**config.mk**
```make
export PLATFORM = sky130hd
export DESIGN_NAME = twm_bus_host
export DESIGN_NICKNAME = d
export VERILOG_FILES = /design/src/twm_pkg.sv /design/src/twm_bus_host.sv
export SDC_FILE = /design/constraint.sdc
export NUM_CORES = 1
export LEC_CHECK = 0
export ABC_AREA = 0
export BUFFER_PORTS_ARGS = -buffer_cell sky130_fd_sc_hd__clkbuf_2
export CORE_MARGIN = 2
export CORE_UTILIZATION = 55
export DETAILED_ROUTE_END_ITERATION = 10
export PLACE_DENSITY_LB_ADDON = 0.15
export SYNTH_ARGS = -nofsm -noshare
export SYNTH_HDL_FRONTEND = slang
export SYNTH_SLANG_ARGS = --single-unit
```
**constraint.sdc**
```tcl
create_clock -name sysClk -period 3.15 [get_ports sysClk]
set_clock_uncertainty 0.1 [all_clocks]
set_input_delay 0.315 -clock sysClk [delete_from_list [all_inputs] [get_ports sysClk]]
set_output_delay 0.315 -clock sysClk [all_outputs]
set_load 0.02 [all_outputs]
```
**src/twm_pkg.sv**
```systemverilog
// Constants and types shared by the two-wire bus host controller
`default_nettype none
package twm_pkg;
  localparam int unsigned SYS_CLK_HZ   = 20_000_000;
  localparam int unsigned STD_RATE_HZ  = 100_000;
  localparam int unsigned FAST_RATE_HZ = 400_000;
  // Bus rate divider: one bit is ten units of 2*(1+divider) clocks
  localparam int unsigned STD_RATE_DIVIDER  = 9;
  // Fast divider rounded up so the bus never exceeds the Fast limit
  localparam int unsigned FAST_RATE_DIVIDER = 2;
  // Timing step of two units: low phase three steps, high phase two
  localparam int unsigned STD_QUARTER  = 4 * (1 + STD_RATE_DIVIDER);
  localparam int unsigned FAST_QUARTER = 4 * (1 + FAST_RATE_DIVIDER);
  localparam int unsigned CNT_W        = 8;
  localparam int unsigned ACK_IDX      = 8;
  localparam int unsigned TAIL_IDX     = 9;
  localparam logic [7:0]  BYTE_RESET   = 8'h00;
  typedef enum logic [2:0] {
    ST_IDLE, ST_SETUP, ST_HOLD, ST_LOW, ST_HIGH, ST_PLOW, ST_PHIGH, ST_PDONE
  } twm_state_t;
endpackage : twm_pkg
`default_nettype wire

```
**src/twm_bus_host.sv**
```systemverilog
// Two-wire bus host: byte-level master that drives the documented device
// Functional notes
// - Bus idle when data and clock high
// - Byte is eight data plus one acknowledge
// - MSB first, any byte count, each acknowledged
// - Wait while receiver holds clock low
// - START/STOP are data edges, clock high
// - First byte: seven address bits, direction
// - Direction zero writes, one reads
// - Data stable while clock high
// - Master clocks ack; transmitter releases data
// - Receiver acknowledges by pulling data low
// - Address not acknowledged: master sends STOP
// - Master receiver leaves last byte unacknowledged
`default_nettype none
module twm_bus_host #(
  parameter int unsigned STD_Q  = twm_pkg::STD_QUARTER,
  parameter int unsigned FAST_Q = twm_pkg::FAST_QUARTER
) (
  // Clock, reset, enable
  input  wire logic       sysClk,
  input  wire logic       rstn,
  input  wire logic       clkEn,
  input  wire logic       fastMode,
  // Command
  input  wire logic       cmdValid,
  output logic            cmdReady,
  input  wire logic       cmdStart,
  input  wire logic       cmdStop,
  input  wire logic       cmdRead,
  input  wire logic       cmdNack,
  input  wire logic [6:0] cmdAddr,
  input  wire logic [7:0] cmdByte,
  // Response
  output logic            rspValid,
  output logic [7:0]      rspByte,
  output logic            rspAck,
  output logic            rspArbLost,
  output logic            busBusy,
  // Bus pins, open drain
  input  wire logic       busClockPinIn,
  output logic            busClockPinOut,
  output logic            busClockPinOe,
  input  wire logic       busDataPinIn,
  output logic            busDataPinOut,
  output logic            busDataPinOe
);
  import twm_pkg::*;

  if (STD_Q < 2 || FAST_Q < 2 || 3 * STD_Q > 255 || 3 * FAST_Q > 255)
  begin : g_chk
    $error("twm_bus_host: quarter counts out of range");
  end

  ////////////////////////////////////////////////////////////////////////////
  twm_state_t        state_q, state_d;
  logic [CNT_W-1:0]  cnt_q, cnt_d;
  logic [3:0]        bitIdx_q, bitIdx_d;
  logic [7:0]        shift_q, shift_d, rspByte_q, rspByte_d;
  logic              rdMode_q, rdMode_d, nackLast_q, nackLast_d;
  logic              stop_q, stop_d, own_q, own_d, busy_q, busy_d;
  logic              sclOe_q, sclOe_d, sdaOe_q, sdaOe_d;
  logic              cmdReady_q, cmdReady_d, rspValid_q, rspValid_d;
  logic              rspAck_q, rspAck_d, rspArb_q, rspArb_d;
  logic              sclMeta_q, sclSync_q, sclPrev_q;
  logic              sdaMeta_q, sdaSync_q, sdaPrev_q;

  // Selection and decoding
  wire [CNT_W-1:0] quarter   = fastMode ? CNT_W'(FAST_Q) : CNT_W'(STD_Q);
  wire [CNT_W-1:0] half      = CNT_W'({quarter, 1'b0});
  wire [CNT_W-1:0] lowLen    = half + quarter;
  wire             atLowEnd  = cntInc == lowLen;
  wire [CNT_W-1:0] cntInc    = cnt_q + CNT_W'(1);
  wire             atQuarter = cntInc == quarter;
  wire             atHalf    = cntInc == half;
  wire             isAck     = bitIdx_q == 4'(ACK_IDX);
  wire             isTail    = bitIdx_q == 4'(TAIL_IDX);
  wire             takeCmd   = cmdValid && cmdReady_q;
  wire             startSeen = sclSync_q && sclPrev_q && sdaPrev_q && !sdaSync_q;
  wire             stopSeen  = sclSync_q && sclPrev_q && !sdaPrev_q && sdaSync_q;
  // Ack bit: transmitter releases, receiver pulls low unless last byte
  wire             driveLow  = isAck ? (rdMode_q && !nackLast_q)
                                     : (!rdMode_q && !shift_q[7]);
  wire             arbLose   = !rdMode_q && !isAck && !sdaOe_q && !sdaSync_q;

  ////////////////////////////////////////////////////////////////////////////
  always_comb begin
    state_d    = state_q;
    cnt_d      = cnt_q;
    bitIdx_d   = bitIdx_q;
    shift_d    = shift_q;
    rdMode_d   = rdMode_q;
    nackLast_d = nackLast_q;
    stop_d     = stop_q;
    own_d      = own_q;
    sclOe_d    = sclOe_q;
    sdaOe_d    = sdaOe_q;
    rspByte_d  = rspByte_q;
    rspAck_d   = rspAck_q;
    rspArb_d   = rspArb_q;
    rspValid_d = 1'b0;
    busy_d     = busy_q;
    if (startSeen) begin
      busy_d = 1'b1;
    end else if (stopSeen) begin
      busy_d = 1'b0;
    end
    unique case (state_q)
      ST_IDLE: begin
        if (takeCmd) begin
          cnt_d      = '0;
          bitIdx_d   = '0;
          nackLast_d = cmdNack;
          stop_d     = cmdStop;
          if (cmdStart) begin
            shift_d  = {cmdAddr, cmdRead};
            rdMode_d = 1'b0;
            own_d    = 1'b1;
            state_d  = ST_SETUP;
          end else if (own_q) begin
            shift_d  = cmdRead ? BYTE_RESET : cmdByte;
            rdMode_d = cmdRead;
            state_d  = ST_LOW;
          end
        end
      end
      ST_SETUP: begin
        // Restart: data already released, clock released after a quarter
        if (cnt_q != half) cnt_d = cntInc;
        if (atQuarter) sclOe_d = 1'b0;
        if (cnt_q == half && sclSync_q && sdaSync_q) begin
          sdaOe_d = 1'b1;
          cnt_d   = '0;
          state_d = ST_HOLD;
        end
      end
      ST_HOLD: begin
        cnt_d = cntInc;
        if (atHalf) begin
          sclOe_d = 1'b1;
          cnt_d   = '0;
          state_d = ST_LOW;
        end
      end
      ST_LOW: begin
        cnt_d = cntInc;
        // Data only moves one quarter into the three-quarter low phase, clear of both clock edges
        if (atQuarter) begin
          if (isTail) begin
            sdaOe_d = 1'b0;
            cnt_d   = '0;
            state_d = stop_q ? ST_PLOW : ST_IDLE;
          end else begin
            sdaOe_d = driveLow;
          end
        end
        if (atLowEnd && !isTail) begin
          sclOe_d = 1'b0;
          cnt_d   = '0;
          state_d = ST_HIGH;
        end
      end
      ST_HIGH: begin
        // A stretched clock stalls the count until the line is high
        if (sclSync_q) cnt_d = cntInc;
        if (sclSync_q && atHalf) begin
          cnt_d = '0;
          if (arbLose) begin
            sdaOe_d    = 1'b0;
            own_d      = 1'b0;
            rspArb_d   = 1'b1;
            rspAck_d   = 1'b0;
            rspValid_d = 1'b1;
            state_d    = ST_IDLE;
          end else begin
            sclOe_d  = 1'b1;
            bitIdx_d = bitIdx_q + 4'(1);
            state_d  = ST_LOW;
            if (isAck) begin
              rspByte_d  = shift_q;
              rspAck_d   = !sdaSync_q;
              rspArb_d   = 1'b0;
              rspValid_d = 1'b1;
              if (!rdMode_q && sdaSync_q) stop_d = 1'b1;
            end else begin
              shift_d = {shift_q[6:0], sdaSync_q};
            end
          end
        end
      end
      ST_PLOW: begin
        cnt_d = cntInc;
        if (atQuarter) sdaOe_d = 1'b1;
        if (atHalf) begin
          sclOe_d = 1'b0;
          cnt_d   = '0;
          state_d = ST_PHIGH;
        end
      end
      ST_PHIGH: begin
        if (sclSync_q) cnt_d = cntInc;
        if (sclSync_q && atHalf) begin
          sdaOe_d = 1'b0;
          own_d   = 1'b0;
          cnt_d   = '0;
          state_d = ST_PDONE;
        end
      end
      ST_PDONE: begin
        cnt_d = cntInc;
        if (atHalf) state_d = ST_IDLE;
      end
    endcase
    // Fresh START only on an idle bus; an owner may always continue
    cmdReady_d = state_d == ST_IDLE && !takeCmd
                 && (own_d || (!busy_d && sclSync_q && sdaSync_q));
  end

  ////////////////////////////////////////////////////////////////////////////
  always_ff @(posedge sysClk) begin
    if (!rstn) begin
      sclMeta_q <= 1'b1;
      sclSync_q <= 1'b1;
      sclPrev_q <= 1'b1;
      sdaMeta_q <= 1'b1;
      sdaSync_q <= 1'b1;
      sdaPrev_q <= 1'b1;
    end else if (clkEn) begin
      sclMeta_q <= busClockPinIn;
      sclSync_q <= sclMeta_q;
      sclPrev_q <= sclSync_q;
      sdaMeta_q <= busDataPinIn;
      sdaSync_q <= sdaMeta_q;
      sdaPrev_q <= sdaSync_q;
    end
  end

  always_ff @(posedge sysClk) begin
    if (!rstn) begin
      state_q    <= ST_IDLE;
      cnt_q      <= '0;
      bitIdx_q   <= '0;
      shift_q    <= BYTE_RESET;
      rdMode_q   <= 1'b0;
      nackLast_q <= 1'b0;
      stop_q     <= 1'b0;
      own_q      <= 1'b0;
      busy_q     <= 1'b0;
      sclOe_q    <= 1'b0;
      sdaOe_q    <= 1'b0;
    end else if (clkEn) begin
      state_q    <= state_d;
      cnt_q      <= cnt_d;
      bitIdx_q   <= bitIdx_d;
      shift_q    <= shift_d;
      rdMode_q   <= rdMode_d;
      nackLast_q <= nackLast_d;
      stop_q     <= stop_d;
      own_q      <= own_d;
      busy_q     <= busy_d;
      sclOe_q    <= sclOe_d;
      sdaOe_q    <= sdaOe_d;
    end
  end

  always_ff @(posedge sysClk) begin
    if (!rstn) begin
      cmdReady_q <= 1'b0;
      rspValid_q <= 1'b0;
      rspByte_q  <= BYTE_RESET;
      rspAck_q   <= 1'b0;
      rspArb_q   <= 1'b0;
    end else if (clkEn) begin
      cmdReady_q <= cmdReady_d;
      rspValid_q <= rspValid_d;
      rspByte_q  <= rspByte_d;
      rspAck_q   <= rspAck_d;
      rspArb_q   <= rspArb_d;
    end
  end

  // Open drain: the output level is always low, only the enable moves
  assign busClockPinOut = 1'b0;
  assign busDataPinOut  = 1'b0;
  assign busClockPinOe  = sclOe_q;
  assign busDataPinOe   = sdaOe_q;
  assign cmdReady       = cmdReady_q;
  assign rspValid       = rspValid_q;
  assign rspByte        = rspByte_q;
  assign rspAck         = rspAck_q;
  assign rspArbLost     = rspArb_q;
  assign busBusy        = busy_q;

  ////////////////////////////////////////////////////////////////////////////
  sda_stable_a : assert property (@(posedge sysClk) disable iff (!rstn)
    state_q == ST_HIGH && $past(state_q) == ST_HIGH |-> $stable(sdaOe_q))
    else $error("data moved during clock high");
  start_idle_a : assert property (@(posedge sysClk) disable iff (!rstn)
    state_q == ST_HOLD && $past(state_q) == ST_SETUP
    |-> $past(sclSync_q) && $past(sdaSync_q) && !sclOe_q)
    else $error("start without idle lines");
  ack_release_a : assert property (@(posedge sysClk) disable iff (!rstn)
    state_q == ST_HIGH && isAck && !rdMode_q |-> !sdaOe_q)
    else $error("transmitter held data in ack");
  ack_drive_a : assert property (@(posedge sysClk) disable iff (!rstn)
    state_q == ST_HIGH && isAck && rdMode_q |-> sdaOe_q == !nackLast_q)
    else $error("wrong receiver acknowledge");
  stretch_wait_a : assert property (@(posedge sysClk) disable iff (!rstn)
    clkEn && state_q == ST_HIGH && !sclSync_q |=> cnt_q == $past(cnt_q))
    else $error("high phase counted while held low");
  msb_first_a : assert property (@(posedge sysClk) disable iff (!rstn)
    clkEn && state_q == ST_LOW && atQuarter && !isTail && !isAck && !rdMode_q
    |=> sdaOe_q == !$past(shift_q[7]))
    else $error("bit order wrong");
  nine_bits_a : assert property (@(posedge sysClk) disable iff (!rstn)
    rspValid_q && !rspArb_q |-> bitIdx_q == 4'(TAIL_IDX))
    else $error("byte not nine bits");
  nack_stop_a : assert property (@(posedge sysClk) disable iff (!rstn)
    rspValid_q && !rspArb_q && !rspAck_q && !rdMode_q |-> stop_q)
    else $error("no stop after missing ack");
  stop_edge_a : assert property (@(posedge sysClk) disable iff (!rstn)
    state_q == ST_PDONE && $past(state_q) == ST_PHIGH
    |-> $past(sclSync_q) && !sclOe_q && !sdaOe_q)
    else $error("stop not made with clock high");
  arb_release_a : assert property (@(posedge sysClk) disable iff (!rstn)
    rspValid_q && rspArb_q |-> !sdaOe_q && !own_q && state_q == ST_IDLE)
    else $error("kept driving after lost arbitration");
endmodule : twm_bus_host
`default_nettype wire

```
==> flow_summary.toml <==
[pwr]
peakVddDrop_uv = 271
internal-power_uw = 934
swShare = 0.279
p_per_area_nw_per_um2 = 366
power.share.sequential = 0.491
clock_power_share = 0.358
p_leak_uw = 0.00143
switching_power_uw = 362
comb_power_share = 0.151

[place]
placed_area_um2 = 3420
routabilityCongestion = 0.908
io_buffer_count = 40
place_hpwl_um = 5740

[worst_hold_path]
whs_path_depth = 3
min_from = "busDataPinIn"
min_path_type = "in2reg"
whs_endpoint = "sdaMeta_q"

[timing]
setup_viol = 0
slew_headroom = 0.434
finalCriticalPeriod_ns = 2.93
fmax_mhz = 341
worst_slew_pin_slew_ns = 0.841
report.final.slew_viol_count = 0
rsz0062_at_grt = "no"
post-route-period-util = 0.930
hold_viol = 0
finalSetupTns_ns = 0

[finish]
fin_util = 0.640
area_growth_pct = 11.3
final_nets = 462
final_cell_area_um2 = 3540
antenna_cells = 0
drive_above_1_share = 0.183
fillCellCount = 508

[floorplan]
die_w_um = 80.1
die_area_um2 = 6420
initial_utilization = 0.575
coreArea_um2 = 5540
rows = 27
die_y_um = 80.1
ios = 43

[drt]
via_count = 3083
viasPerCell = 6.13
drt_iter0_markers = 244
routedWlPerCell_um = 15.7
ant_nets = 0
drc_errors = 0
dr.pass1.iters = 5
routed_wl_um = 7920

[yosys]
synth-adder-area-share = 0.0236
synth-compound-area-share = 0.274
synth-seq-area-share = 0.302
async_flop_share = 0
syn_avg_cell_area_um2 = 7.90
ys_warn_count = 0
synthMuxAreaShare = 0.0475
yosysUniqueCellTypes = 68
synthesis.area_um2 = 3190
syn_inst = 403
yosys.area_share.simple = 0.251
synth_seq_cells = 48
synth_ff_type = "dfxtp_1"
synth_top_family_by_area = "compound AO/OA/AOI/OAI gates"
synth_edf_count = 0
synth-xor-area-share = 0.0357

[grt]
grt_usage = 0.261
grt_pass1_wl_um = 13200
overflow = 0
grt_max_degree = 27
grt_pass1_vias = 2661
antenna_found_initial = 0

[setup_path]
r2r-end = "cnt_q[4]"
crit_buf_inv = 0
max_stage_delay_ns = 0.43
cp.arrival_ns = 3.03
crit_chain = "ha_1, xnor2_1, mux2_2, a311o_1, a211oi_1, a211oi_1, or3_1, a21oi_1, nor3_1"
r2r_slack_ns = 0.22
r2r-start = "cnt_q[0]"
start_kind = "flop"
crit_top_cell = "a211oi_1"
reg2reg_depth = 9
worst_ep_required_time_ns = 3.25
crit_type = "reg2reg"
cp_slowest_cell = "or3_1"
cp-end-kind = "flop"
crit_fanout = 4
crit_family = "compound AO/OA/AOI/OAI gates"

[clock_network]
cts_tree = "yes"
cts_max_level = 2
cts_setup_buffers = 0
cts_buffer_depth = 2
clk_pin_slew_worst_paths_ns = 0.10
clock_latency_ns = 0.31
cts_sinks = 48
cts_buffers = 5
clockRootBuffer = "clkbuf_8"
cts_resized = 0
cts_hold_buf = 0

[run]
max-cap-violations = 0

[outcome]
status = "finished, final reports clean"
## worst max-delay path by stage
stage / depth (start not counted) / endpoint / slack [ns] / startpoint
finish: 9 / cnt_q[4] / 0.22 / cnt_q[0]
global route: 9 / cnt_q[3] / 0.02 / cnt_q[0]
floorplan: 10 / cmdReady / 0.35 / cnt_q[0]
CTS: 8 / cmdReady / 0.16 / cnt_q[2]
global placement: 8 / cmdReady / 0.28 / cnt_q[2]
detailed placement: 8 / cnt_q[3] / 0.19 / cnt_q[2]
## cells in the mapped netlist (3+ instances only)
cell type | count | area, um2
a2bb2oi_1 | 3 | 26.3
dfxtp_1 | 48 | 961
a221o_1 | 6 | 60.1
mux2i_1 | 14 | 140
nor3_1 | 10 | 50.1
nor2b_1 | 4 | 25.0
buf_2 | 6 | 30.0
nor4_1 | 4 | 25.0
nand2_1 | 46 | 173
o21ai_0 | 19 | 95.1
ha_1 | 6 | 75.1
a31oi_1 | 6 | 37.5
and4_1 | 3 | 26.3
o31ai_1 | 11 | 82.6
nand4_1 | 9 | 56.3
a211oi_1 | 4 | 30.0
xnor2_1 | 4 | 35.0
o221a_2 | 4 | 45.0
o211ai_1 | 4 | 30.0
nor3b_1 | 4 | 30.0
xor2_1 | 9 | 78.8
buf_4 | 5 | 37.5
clkbuf_1 | 20 | 75.1
nand2b_1 | 8 | 50.1
and3_1 | 4 | 25.0
a21boi_0 | 4 | 30.0
and2_1 | 5 | 31.3
a21oi_1 | 24 | 120
nor2_1 | 35 | 131
inv_1 | 9 | 33.8
and3b_1 | 3 | 26.3
nand3_1 | 16 | 80.1
## cells in the final DEF (no fill, tap or decap), types with 3 or more instances in the layout
master,Yosys,layout
a31oi_1,6,6
mux2i_1,14,14
xor2_1,9,9
nand3_1,16,16
nor3b_1,4,4
and2_1,5,5
a2bb2oi_1,3,3
nor3_1,10,10
ha_1,6,6
a21oi_1,24,24
nor4_1,4,4
nor2_1,35,35
o221a_2,4,4
o31ai_1,11,11
nand4_1,9,9
and3_1,4,4
nand2b_1,8,8
a211oi_1,4,4
buf_4,5,14
inv_1,9,9
o211ai_1,4,4
nand2_1,46,46
clkbuf_8,0,5
a21boi_0,4,4
o21ai_0,19,19
and4_1,3,3
clkbuf_2,1,40
dfxtp_1,48,46
nor2b_1,4,4
a221o_1,6,6
and3b_1,3,3
xnor2_1,4,4
## stage by stage
step                      setup slack (ns)  hold WS, ns  std cells  total power, uW
final                                0.221        0.124        503             1300
after global routing                0.0201        0.118        503             1350
after CTS                            0.163        0.119        503             1310
after detailed placement             0.189        0.346        495              843
after global placement               0.284        0.346        495              840
after floorplan                      0.348        0.336        404              784
## routing by layer
layer,vias to the layer above,GRT usage,share of wire
met5,-,0,0
met4,0,0.0797,0.018
met3,13,0.0461,0.045
met2,87,0.409,0.46
met1,1442,0.366,0.48
li1,1541,-,-
## cells by family after synthesis
kind of cell	after synthesis
muxes	15
adders and majority gates	6
xor gates and xnor gates	13
DFF	48
other	1
buffers and inverters	46
AOI/OAI and AO/OA	115
and+or+nand+nor	159
## tightest hold or removal path: stages
cell	delay [ns]
clkbuf_2	0.08
mux2i_1	0.05
nand2_1	0.06
## power by group through the flow
stage	Combinational [uW]	Sequential, uW	Clock [uW]
floorplan	137	647	0
global placement	190	649	0
detailed placement	193	650	0
CTS	194	636	478
global route	215	638	498
finish	196	636	464
## layout make-up
cell class                      instances  area, um2  share of cell area
Clock buffer                            5       68.8              0.0194
Clock inverter                          3       46.3              0.0131
Inverter                               11       41.3              0.0116
Multi-Input combinational cell        310       2030               0.573
Sequential cell                        48        963               0.272
Tap cell                               72       90.1              0.0254
Timing Repair Buffer                   54        305              0.0861
## registers in the layout (all words and copies together) (netlist names), 3 cells and up
register	flops
bitIdx_q	4
state_q	3
shift_q	8
rspByte	8
cnt_q	8
Power figures use the tool's default switching activity.
